## src/panel_status_defines.svh

```systemverilog
// Functional notes
// - Mask bit one suppresses its warning
// - Mask bit 2 gates life-expectancy warning
// - Mask bit 5 gates excessive-regeneration warning
// - Mask bit 6 gates fan warning
// - Mask bit 7 gates overload warning
// - Bits 8-10 gate encoder and vibration warnings
// - Select 0 shows blank off, 00 on
// - Select 2 shows electrical angle in hex
// - Select 3 shows saturating fieldbus error low byte
// - Select 6 shows saturating encoder error low byte
// - Select 4 shows power-on node address decimal
// - Select 7 shows raw Z-phase count with incremental encoder, else blank
// - Error counters clear only at power-off
// - Select register signed, 0 to 32767, default 0
// - Address shown for setting times 100 ms
// - Force flag setting 0 to 1, default 1
// - Setting 0 includes command, 1 excludes it
`ifndef PANEL_STATUS_DEFINES_SVH
`define PANEL_STATUS_DEFINES_SVH

`define AXI_AW          18
`define IDX_SEL         16'h3700
`define IDX_DUR         16'h3701
`define IDX_FLC         16'h3703
`define IDX_MASK        16'h3638
`define IDX_STAT        16'h3710
`define SEL_RESET       16'h0000
`define DUR_RESET       16'h0000
`define FLC_RESET       16'h0001
`define MASK_RESET      16'h0004
`define DUR_MAX         16'h03E8
`define FLC_MAX         16'h0001
`define WARN_IMPL_MASK  16'h07E4
`define WARN_LIFE_BIT   2
`define WARN_REGEN_BIT  5
`define WARN_FAN_BIT    6
`define WARN_OVLD_BIT   7
`define WARN_EXTE_BIT   8
`define WARN_VIB_BIT    9
`define WARN_EXTC_BIT   10
`define DSEL_STATE      16'h0000
`define DSEL_ANGLE      16'h0002
`define DSEL_FBERR      16'h0003
`define DSEL_NODE       16'h0004
`define DSEL_ENCERR     16'h0006
`define DSEL_ZPHASE     16'h0007
`define CNT_MAX         16'hFFFF
`define SEG_BLANK       7'h00
`define RESP_OKAY       2'b00
`define RESP_SLVERR     2'b10
`define ADDR_UNIT_MS    100
`define CORE_CLK_MHZ    100
`define UNIT_CYCLES     (`ADDR_UNIT_MS * 1000 * `CORE_CLK_MHZ)

`endif

```

## src/panel_status_pkg.sv

```systemverilog
package panel_status_pkg;

   typedef struct packed {
      logic       servo_on;
      logic       enc_incremental;
      logic [7:0] elec_angle;
      logic [7:0] zphase_count;
   } drive_in_t;

   typedef enum logic [1:0] {
      MODE_BLANK = 2'b00,
      MODE_HEX   = 2'b01,
      MODE_DEC   = 2'b10
   } disp_mode_t;

   typedef enum logic [1:0] {
      PH_ADDR   = 2'b01,
      PH_SELECT = 2'b10
   } phase_t;

   typedef enum logic [2:0] {
      RS_NONE,
      RS_SEL,
      RS_DUR,
      RS_FLC,
      RS_MASK,
      RS_STAT
   } reg_sel_t;

endpackage : panel_status_pkg

```

## src/seg_pair_encoder.sv

```systemverilog
`timescale 1ns/1ns
`include "panel_status_defines.svh"
module seg_pair_encoder (
   input  wire logic [7:0]                    i_value,
   input  wire panel_status_pkg::disp_mode_t  i_mode,
   output logic      [6:0]                    o_seg_tens,
   output logic      [6:0]                    o_seg_ones
);
   import panel_status_pkg::*;

   // Segments gfedcba, active high
   function automatic logic [6:0] digit_seg(input logic [3:0] d);
      case (d)
         4'h0: digit_seg = 7'h3F;
         4'h1: digit_seg = 7'h06;
         4'h2: digit_seg = 7'h5B;
         4'h3: digit_seg = 7'h4F;
         4'h4: digit_seg = 7'h66;
         4'h5: digit_seg = 7'h6D;
         4'h6: digit_seg = 7'h7D;
         4'h7: digit_seg = 7'h07;
         4'h8: digit_seg = 7'h7F;
         4'h9: digit_seg = 7'h6F;
         4'hA: digit_seg = 7'h77;
         4'hB: digit_seg = 7'h7C;
         4'hC: digit_seg = 7'h39;
         4'hD: digit_seg = 7'h5E;
         4'hE: digit_seg = 7'h79;
         default: digit_seg = 7'h71;
      endcase
   endfunction : digit_seg

   logic [7:0] dec_val;

   always_comb begin
      // Two digits only: hundreds are dropped
      dec_val = i_value % 8'd100;
      case (i_mode)
         MODE_HEX: begin
            o_seg_tens = digit_seg(i_value[7:4]);
            o_seg_ones = digit_seg(i_value[3:0]);
         end
         MODE_DEC: begin
            o_seg_tens = digit_seg(4'(dec_val / 8'd10));
            o_seg_ones = digit_seg(4'(dec_val % 8'd10));
         end
         default: begin
            o_seg_tens = `SEG_BLANK;
            o_seg_ones = `SEG_BLANK;
         end
      endcase
   end

endmodule : seg_pair_encoder

```

## src/panel_status_ctrl.sv

```systemverilog
// The implementer's own choice: the AXI4-Lite slave port.
`timescale 1ns/1ns
`include "panel_status_defines.svh"
module panel_status_ctrl #(
   parameter int unsigned P_UNIT_CYCLES = `UNIT_CYCLES
) (
   input  wire logic                         i_core_clk,
   input  wire logic                         i_srst,
   input  wire logic                         i_awvalid,
   output logic                              o_awready,
   input  wire logic [`AXI_AW-1:0]           i_awaddr,
   input  wire logic [2:0]                   i_awprot,
   input  wire logic                         i_wvalid,
   output logic                              o_wready,
   input  wire logic [31:0]                  i_wdata,
   input  wire logic [3:0]                   i_wstrb,
   output logic                              o_bvalid,
   input  wire logic                         i_bready,
   output logic      [1:0]                   o_bresp,
   input  wire logic                         i_arvalid,
   output logic                              o_arready,
   input  wire logic [`AXI_AW-1:0]           i_araddr,
   input  wire logic [2:0]                   i_arprot,
   output logic                              o_rvalid,
   input  wire logic                         i_rready,
   output logic      [31:0]                  o_rdata,
   output logic      [1:0]                   o_rresp,
   input  wire panel_status_pkg::drive_in_t  i_drive,
   input  wire logic [15:0]                  i_warn_raw,
   input  wire logic                         i_fieldbus_err,
   input  wire logic                         i_ext_enc_err,
   input  wire logic [7:0]                   i_node_switch,
   input  wire logic                         i_limit_incl_cmd,
   input  wire logic                         i_limit_excl_cmd,
   output logic      [15:0]                  o_warn_active,
   output logic                              o_force_limit,
   output logic      [6:0]                   o_seg_tens,
   output logic      [6:0]                   o_seg_ones
);
   import panel_status_pkg::*;

   localparam int TW = (P_UNIT_CYCLES > 1) ? $clog2(P_UNIT_CYCLES) : 1;

   function automatic reg_sel_t decode(input logic [`AXI_AW-1:0] a);
      decode = RS_NONE;
      if (a[1:0] == 2'b00) begin
         case (a[`AXI_AW-1:2])
            `IDX_SEL:  decode = RS_SEL;
            `IDX_DUR:  decode = RS_DUR;
            `IDX_FLC:  decode = RS_FLC;
            `IDX_MASK: decode = RS_MASK;
            `IDX_STAT: decode = RS_STAT;
            default:   decode = RS_NONE;
         endcase
      end
   endfunction : decode

   function automatic logic [15:0] merge(input logic [15:0] old,
                                         input logic [31:0] d,
                                         input logic [3:0]  s);
      merge = old;
      if (s[0]) merge[7:0] = d[7:0];
      if (s[1]) merge[15:8] = d[15:8];
   endfunction : merge

   function automatic logic [15:0] sat_inc(input logic [15:0] v);
      sat_inc = (v == `CNT_MAX) ? v : v + 16'h0001;
   endfunction : sat_inc

   // Bus slave state
   logic                 aw_got_reg,  aw_got_next;
   logic [`AXI_AW-1:0]   awaddr_reg,  awaddr_next;
   logic                 w_got_reg,   w_got_next;
   logic [31:0]          wdata_reg,   wdata_next;
   logic [3:0]           wstrb_reg,   wstrb_next;
   logic                 bvalid_reg,  bvalid_next;
   logic [1:0]           bresp_reg,   bresp_next;
   logic                 rvalid_reg,  rvalid_next;
   logic [31:0]          rdata_reg,   rdata_next;
   logic [1:0]           rresp_reg,   rresp_next;
   // Settings
   logic [15:0]          sel_reg,     sel_next;
   logic [15:0]          dur_reg,     dur_next;
   logic [15:0]          flc_reg,     flc_next;
   logic [15:0]          mask_reg,    mask_next;
   // Block state
   logic [15:0]          fb_cnt_reg,  fb_cnt_next;
   logic [15:0]          enc_cnt_reg, enc_cnt_next;
   logic                 cap_reg,     cap_next;
   logic [7:0]           node_reg,    node_next;
   phase_t               phase_reg,   phase_next;
   logic [TW-1:0]        tick_reg,    tick_next;
   logic [9:0]           units_reg,   units_next;
   logic [15:0]          warn_reg,    warn_next;
   logic                 flag_reg,    flag_next;
   logic [6:0]           tens_reg,    tens_next;
   logic [6:0]           ones_reg,    ones_next;
   disp_mode_t           disp_mode;
   logic [7:0]           disp_val;
   logic [6:0]           enc_tens;
   logic [6:0]           enc_ones;
   logic                 do_write;
   logic [15:0]          wval;
   reg_sel_t             wsel;

   assign o_awready = !aw_got_reg;
   assign o_wready  = !w_got_reg;
   assign o_arready = !rvalid_reg;
   assign o_bvalid  = bvalid_reg;
   assign o_bresp   = bresp_reg;
   assign o_rvalid  = rvalid_reg;
   assign o_rdata   = rdata_reg;
   assign o_rresp   = rresp_reg;
   assign do_write  = aw_got_reg && w_got_reg && !bvalid_reg;

   always_comb begin
      aw_got_next = aw_got_reg;
      awaddr_next = awaddr_reg;
      w_got_next  = w_got_reg;
      wdata_next  = wdata_reg;
      wstrb_next  = wstrb_reg;
      bvalid_next = bvalid_reg;
      bresp_next  = bresp_reg;
      rvalid_next = rvalid_reg;
      rdata_next  = rdata_reg;
      rresp_next  = rresp_reg;
      sel_next    = sel_reg;
      dur_next    = dur_reg;
      flc_next    = flc_reg;
      mask_next   = mask_reg;
      wsel        = decode(awaddr_reg);
      wval        = 16'h0000;
      if (i_awvalid && !aw_got_reg) begin
         aw_got_next = 1'b1;
         awaddr_next = i_awaddr;
      end
      if (i_wvalid && !w_got_reg) begin
         w_got_next = 1'b1;
         wdata_next = i_wdata;
         wstrb_next = i_wstrb;
      end
      if (bvalid_reg && i_bready) begin
         bvalid_next = 1'b0;
      end
      if (do_write) begin
         aw_got_next = 1'b0;
         w_got_next  = 1'b0;
         bvalid_next = 1'b1;
         bresp_next  = `RESP_OKAY;
         // Out-of-range values are refused and the old value kept
         case (wsel)
            RS_SEL: begin
               wval = merge(sel_reg, wdata_reg, wstrb_reg);
               if (!wval[15]) sel_next = wval;
               else bresp_next = `RESP_SLVERR;
            end
            RS_DUR: begin
               wval = merge(dur_reg, wdata_reg, wstrb_reg);
               if (wval <= `DUR_MAX) dur_next = wval;
               else bresp_next = `RESP_SLVERR;
            end
            RS_FLC: begin
               wval = merge(flc_reg, wdata_reg, wstrb_reg);
               if (wval <= `FLC_MAX) flc_next = wval;
               else bresp_next = `RESP_SLVERR;
            end
            RS_MASK: begin
               mask_next = merge(mask_reg, wdata_reg, wstrb_reg);
            end
            default: begin
               bresp_next = `RESP_SLVERR;
            end
         endcase
      end
      if (rvalid_reg && i_rready) begin
         rvalid_next = 1'b0;
      end
      if (i_arvalid && !rvalid_reg) begin
         rvalid_next = 1'b1;
         rresp_next  = `RESP_OKAY;
         case (decode(i_araddr))
            RS_SEL:  rdata_next = {16'h0000, sel_reg};
            RS_DUR:  rdata_next = {16'h0000, dur_reg};
            RS_FLC:  rdata_next = {16'h0000, flc_reg};
            RS_MASK: rdata_next = {16'h0000, mask_reg};
            RS_STAT: rdata_next = {enc_cnt_reg, fb_cnt_reg};
            default: begin
               rdata_next = 32'h0000_0000;
               rresp_next = `RESP_SLVERR;
            end
         endcase
      end
   end

   always_ff @(posedge i_core_clk) begin
      if (i_srst) begin
         aw_got_reg <= 1'b0;
         awaddr_reg <= '0;
         w_got_reg  <= 1'b0;
         wdata_reg  <= 32'h0000_0000;
         wstrb_reg  <= 4'h0;
         bvalid_reg <= 1'b0;
         bresp_reg  <= `RESP_OKAY;
         rvalid_reg <= 1'b0;
         rdata_reg  <= 32'h0000_0000;
         rresp_reg  <= `RESP_OKAY;
         sel_reg    <= `SEL_RESET;
         dur_reg    <= `DUR_RESET;
         flc_reg    <= `FLC_RESET;
         mask_reg   <= `MASK_RESET;
      end else begin
         aw_got_reg <= aw_got_next;
         awaddr_reg <= awaddr_next;
         w_got_reg  <= w_got_next;
         wdata_reg  <= wdata_next;
         wstrb_reg  <= wstrb_next;
         bvalid_reg <= bvalid_next;
         bresp_reg  <= bresp_next;
         rvalid_reg <= rvalid_next;
         rdata_reg  <= rdata_next;
         rresp_reg  <= rresp_next;
         sel_reg    <= sel_next;
         dur_reg    <= dur_next;
         flc_reg    <= flc_next;
         mask_reg   <= mask_next;
      end
   end

   // Drive status, power-on timer and panel
   always_comb begin
      // Reserved mask bits have no warning behind them
      warn_next    = i_warn_raw & ~mask_reg & `WARN_IMPL_MASK;
      flag_next    = (flc_reg == 16'h0000) ? i_limit_incl_cmd
                                           : i_limit_excl_cmd;
      fb_cnt_next  = i_fieldbus_err ? sat_inc(fb_cnt_reg)
                                    : fb_cnt_reg;
      enc_cnt_next = i_ext_enc_err ? sat_inc(enc_cnt_reg)
                                   : enc_cnt_reg;
      cap_next     = 1'b1;
      node_next    = cap_reg ? node_reg : i_node_switch;
      phase_next   = phase_reg;
      tick_next    = tick_reg;
      units_next   = units_reg;
      case (phase_reg)
         PH_ADDR: begin
            if ({6'h00, units_reg} >= dur_reg) begin
               phase_next = PH_SELECT;
            end else if (tick_reg == TW'(P_UNIT_CYCLES - 1)) begin
               tick_next  = '0;
               units_next = units_reg + 10'h001;
            end else begin
               tick_next = tick_reg + TW'(1);
            end
         end
         PH_SELECT: begin
            phase_next = PH_SELECT;
         end
         default: begin
            phase_next = PH_SELECT;
         end
      endcase
      disp_mode = MODE_BLANK;
      disp_val  = 8'h00;
      if (phase_reg == PH_ADDR) begin
         disp_mode = MODE_DEC;
         disp_val  = node_reg;
      end else begin
         case (sel_reg)
            `DSEL_STATE: begin
               disp_mode = i_drive.servo_on ? MODE_HEX
                                            : MODE_BLANK;
            end
            `DSEL_ANGLE: begin
               disp_mode = MODE_HEX;
               disp_val  = i_drive.elec_angle;
            end
            `DSEL_FBERR: begin
               disp_mode = MODE_HEX;
               disp_val  = fb_cnt_reg[7:0];
            end
            `DSEL_NODE: begin
               disp_mode = MODE_DEC;
               disp_val  = node_reg;
            end
            `DSEL_ENCERR: begin
               disp_mode = MODE_HEX;
               disp_val  = enc_cnt_reg[7:0];
            end
            `DSEL_ZPHASE: begin
               disp_mode = i_drive.enc_incremental ? MODE_HEX
                                                   : MODE_BLANK;
               disp_val  = i_drive.zphase_count;
            end
            default: begin
               disp_mode = MODE_BLANK;
            end
         endcase
      end
      tens_next = enc_tens;
      ones_next = enc_ones;
   end

   seg_pair_encoder u_seg (
      .i_value    (disp_val),
      .i_mode     (disp_mode),
      .o_seg_tens (enc_tens),
      .o_seg_ones (enc_ones)
   );

   // Reset stands for control power-off; only it clears the counters
   always_ff @(posedge i_core_clk) begin
      if (i_srst) begin
         fb_cnt_reg  <= 16'h0000;
         enc_cnt_reg <= 16'h0000;
         cap_reg     <= 1'b0;
         node_reg    <= 8'h00;
         phase_reg   <= PH_ADDR;
         tick_reg    <= '0;
         units_reg   <= 10'h000;
         warn_reg    <= 16'h0000;
         flag_reg    <= 1'b0;
         tens_reg    <= `SEG_BLANK;
         ones_reg    <= `SEG_BLANK;
      end else begin
         fb_cnt_reg  <= fb_cnt_next;
         enc_cnt_reg <= enc_cnt_next;
         cap_reg     <= cap_next;
         node_reg    <= node_next;
         phase_reg   <= phase_next;
         tick_reg    <= tick_next;
         units_reg   <= units_next;
         warn_reg    <= warn_next;
         flag_reg    <= flag_next;
         tens_reg    <= tens_next;
         ones_reg    <= ones_next;
      end
   end

   assign o_warn_active = warn_reg;
   assign o_force_limit = flag_reg;
   assign o_seg_tens    = tens_reg;
   assign o_seg_ones    = ones_reg;
endmodule : panel_status_ctrl

```

## config.mk

```make
export PLATFORM = sky130hd
export DESIGN_NAME = panel_status_ctrl
export DESIGN_NICKNAME = d
export VERILOG_FILES = /design/src/panel_status_pkg.sv /design/src/seg_pair_encoder.sv /design/src/panel_status_ctrl.sv
export VERILOG_INCLUDE_DIRS = /design/src
export SDC_FILE = /design/constraint.sdc
export NUM_CORES = 1
export LEC_CHECK = 0
export BUFFER_PORTS_ARGS = -buffer_cell sky130_fd_sc_hd__buf_4
export CORE_MARGIN = 4
export CORE_UTILIZATION = 30
export DETAILED_ROUTE_END_ITERATION = 10
export MAX_ROUTING_LAYER = met4
export PLACE_DENSITY = 0.56
export REMOVE_ABC_BUFFERS = 1
export SYNTH_ARGS = -nofsm -noshare
export SYNTH_HDL_FRONTEND = slang
export SYNTH_HIERARCHICAL = 1
export SYNTH_SLANG_ARGS = --single-unit
export TNS_END_PERCENT = 50
```

## constraint.sdc

```tcl
create_clock -name i_core_clk -period 11.1 [get_ports i_core_clk]
set_input_delay 0.555 -clock i_core_clk [delete_from_list [all_inputs] [get_ports i_core_clk]]
set_output_delay 0.555 -clock i_core_clk [all_outputs]
set_load 0.005 [all_outputs]
```

==> flow_metrics.tcl <==
set metrics [dict create \
    max-slew-margin-rel_pct 19.3 \
    p_per_area_mw_per_mm2 137 \
    avgViaCountPerCell 5.24 \
    path_cells "nor4_1, nand3_1, o41ai_2, a32o_1, nand2_1, o2111ai_1, mux2_2, nor2_1, a21oi_1, a32oi_1, a21oi_1, o41a_1, inv_1, ha_1, nor2_1, o211ai_1, o21ai_0, or3_1, nor2b_1" \
    power.switching_uw 497 \
    post-synth-top-area-cell "sky130_fd_sc_hd__dfxtp_1" \
    timing.hold.worst.class "input port to flip-flop" \
    post-route-util_pct 36.8 \
    std_cell_rows 74 \
    timing.critical_path.slowest_stage_cell "sky130_fd_sc_hd__a32o_1" \
    critical_path_arrival_ns 6.81 \
    tritoncts.num_buffers 28 \
    combPwrFrac_pct 8.4 \
    ys_seq_elements 236 \
    crit-reg2reg-launch "sel_reg[10]" \
    seq_area_frac_synth_pct 37.4 \
    worst_path_largest_cell_delay_ns 0.81 \
    fillers 4177 \
    grt_pass1_wl_mm 57.2 \
    die_h_um 213 \
    capturing_element_of_the_worst_setup_path "o_seg_ones[3]" \
    ioPinCount 203 \
    cts_setup_buffers 0 \
    cap_violations 0 \
    grt_overflow_total 0 \
    final-hold-violation-count 0 \
    syn_avg_cell_area_um2 8.42 \
    cts.reportedPaths.clkPinSlew_ns 0.06 \
    r2r-end "o_seg_ones[3]" \
    worstSetupStartpoint "sel_reg[10]" \
    cts_tree "done" \
    antenna_found_initial 1 \
    switching_part_of_the_total_power_pct 23.9 \
    start_util_pct 30.7 \
    power_frac_clock_pct 49.2 \
    internal_power_uw 1580 \
    worstSetupEndpointType "flip-flop" \
    detail_route.first_pass.iterations 5 \
    hold_path.startpoint "i_rready" \
    place.detailed.instances 2111 \
    final_slew_violations 0 \
    clock.fmax_mhz 157 \
    clk_buf_depth 3 \
    detail_route.wirelength_mm 36.5 \
    core_mm2 0.0412 \
    clock_insertion_delay_at_the_later_pin_of_the_skew_report_ns 0.57 \
    synthArstFlopShare_pct 0 \
    part_of_the_power_in_registers_pct 42.5 \
    criticalPathCategory "flip-flop to flip-flop" \
    clk_root_buffer_cell "sky130_fd_sc_hd__clkbuf_16" \
    post-route-period-util_pct 57.5 \
    timing.hold.ws_ns 0.185 \
    worst-path-max-fanout 27 \
    first_global_vias 10500 \
    synthesized_netlist_cell_count 1500 \
    nets 1777 \
    cts.sink_count 236 \
    hpwlAfterDp_mm 26.4 \
    post_drt_wl_per_cell_um 16.9 \
    drc_errors 0 \
    netlist-cell-type-count 96 \
    via_count 11300 \
    yosysWarningCount 6 \
    holdBufCountCts 0 \
    setup-tns-final_ns 0 \
    cts-resized-gates 0 \
    rsz0062_at_grt "no" \
    crit_path_start_kind "flip-flop" \
    dominantRegCellSynth "sky130_fd_sc_hd__dfxtp_1" \
    drive_gt1_share_pct 16.3 \
    outcome "finished clean" \
    reg2reg_depth 19 \
    synth_top_area_share_pct 37.4 \
    synthesis.area_mm2 0.0126 \
    global_route.usage.total_pct 15.9 \
    htree_num_levels 1 \
    worst_slew_pin_slew_ns 1.21 \
    area_growth_pct 20.0 \
    synth_top_cells_by_area "sky130_fd_sc_hd__dfxtp_1 (37%), sky130_fd_sc_hd__mux2i_1 (6.2%), sky130_fd_sc_hd__nand2_1 (5.3%), sky130_fd_sc_hd__a21oi_1 (5.0%), sky130_fd_sc_hd__nor2_1 (4.1%)" \
    leakagePower_uw 0.00589 \
    place.gp.congestion 0.852 \
    cp.required_ns 11.53 \
    post_route_antenna_net_violation_count 0 \
    fp.dieArea_mm2 0.0454 \
    flip_flop_count_of_the_largest_register_after_layout 32 \
    ff2ff_setup_slack_ns 4.72 \
    final_cells 2163 \
    timing.final.crit_period_ns 6.38 \
    chipWidth_um 213 \
    grt_start_max_net_pins 116 \
    setup-violations-final 0 \
    drt_iter0_markers 802 \
    final.setup_skew_ns 0.0261 \
    synth_enable_flop_cells 0 \
    port-buffer-count 158 \
    power.ir.vdd_worst_mv 0.118 \
]
-- logic make-up (layout without fill, tap and decap cells) --
logic type | Yosys count | in the layout | synth area share [%]
AND/OR/NAND/NOR | 610 | 610 | 24.6
AO/OA/AOI/OAI | 351 | 351 | 18.8
flip-flops | 236 | 236 | 37.4
buffers and inverters | 145 | 265 | 5.39
multiplexers | 93 | 93 | 8.23
adder cells (fa/ha/maj) | 39 | 39 | 3.82
XOR/XNOR | 25 | 25 | 1.73
other | 1 | 12 | 0.0297
-- synthesized netlist by cell type, types with 26 or more instances --
cell type,number
sky130_fd_sc_hd__nor3_1,26
sky130_fd_sc_hd__clkbuf_1,48
sky130_fd_sc_hd__nand3_1,64
sky130_fd_sc_hd__ha_1,37
sky130_fd_sc_hd__a21oi_1,125
sky130_fd_sc_hd__inv_1,44
sky130_fd_sc_hd__nor2_1,138
sky130_fd_sc_hd__o21ai_0,46
sky130_fd_sc_hd__dfxtp_1,236
sky130_fd_sc_hd__and2_1,26
sky130_fd_sc_hd__nand2_1,179
sky130_fd_sc_hd__mux2i_1,78
-- per-layer routing --
| metal | vias up | routed length [µm] | global-route usage (%) |
|---|---|---|---|
| li1 | 5634 | - | - |
| met4 | 0 | 758 | 3.71 |
| met1 | 5389 | 18200 | 22.9 |
| met3 | 49 | 1740 | 2.09 |
| met2 | 256 | 15900 | 23.9 |
| met5 | - | 0 | - |
-- through the flow --
| stage | power [µW] | area [µm²] | worst slack (ns) |
|---|---|---|---|
| after floorplan | 988 | 12200 | 5.80 |
| after global placement | 1070 | 14100 | 4.79 |
| after detailed placement | 1080 | 14100 | 4.79 |
| after CTS | 2110 | 15200 | 4.75 |
| after global routing | 2160 | 15200 | 4.13 |
| final | 2080 | 15200 | 4.72 |
-- how the worst min path moves through the flow --
stage	to	slack, ns	cells after the start
after detailed placement	o_rdata[6]	0.44	2
after global routing	o_rvalid	0.17	2
after floorplan	o_warn_active[10]	0.42	1
after CTS	o_rvalid	0.16	2
final	o_rvalid	0.19	2
after global placement	awaddr_reg[11]	0.44	2
-- power groups by stage --
| stage | Sequential, µW | Clock [µW] | Combinational, µW |
|---|---|---|---|
| global route | 886 | 1090 | 194 |
| finish | 884 | 1020 | 174 |
| detailed placement | 902 | 0 | 175 |
| global placement | 902 | 0 | 172 |
| CTS | 884 | 1050 | 175 |
| floorplan | 895 | 0 | 93.6 |
-- critical path: cells and delay by family, from the launching register on --
| family | cells | cell delay (ns) |
|---|---|---|
| AO/OA/AOI/OAI | 9 | 3.06 |
| adder cells (fa/ha/maj) | 1 | 0.25 |
| buffers and inverters | 1 | 0.16 |
| flip-flops | 1 | 0.32 |
| multiplexers | 1 | 0.51 |
| AND/OR/NAND/NOR | 7 | 1.92 |
-- area by class of cell --
cell class / count / area [µm²] / area share [%]
antenna: 1 / 2.50 / 0.0165
timing repair buffer: 169 / 1270 / 8.40
inverter: 45 / 169 / 1.11
clock inverter: 14 / 250 / 1.65
tap: 532 / 666 / 4.39
multi-input combinational: 1129 / 7280 / 48.0
clock buffer: 37 / 795 / 5.24
sequential: 236 / 4720 / 31.2
-- placed cells by master, fill, tap and decap left out, drive strengths merged, types with 26 or more instances in the layout --
master / netlist / routed
clkbuf: 48 / 37
and2: 26 / 26
a21oi: 125 / 125
o21ai: 71 / 71
nor2: 139 / 139
ha: 37 / 37
nand3: 66 / 66
dfxtp: 236 / 236
nand2: 179 / 179
buf: 52 / 169
inv: 44 / 44
nor3: 27 / 27
mux2i: 78 / 78
Power figures use the tool's default switching activity.
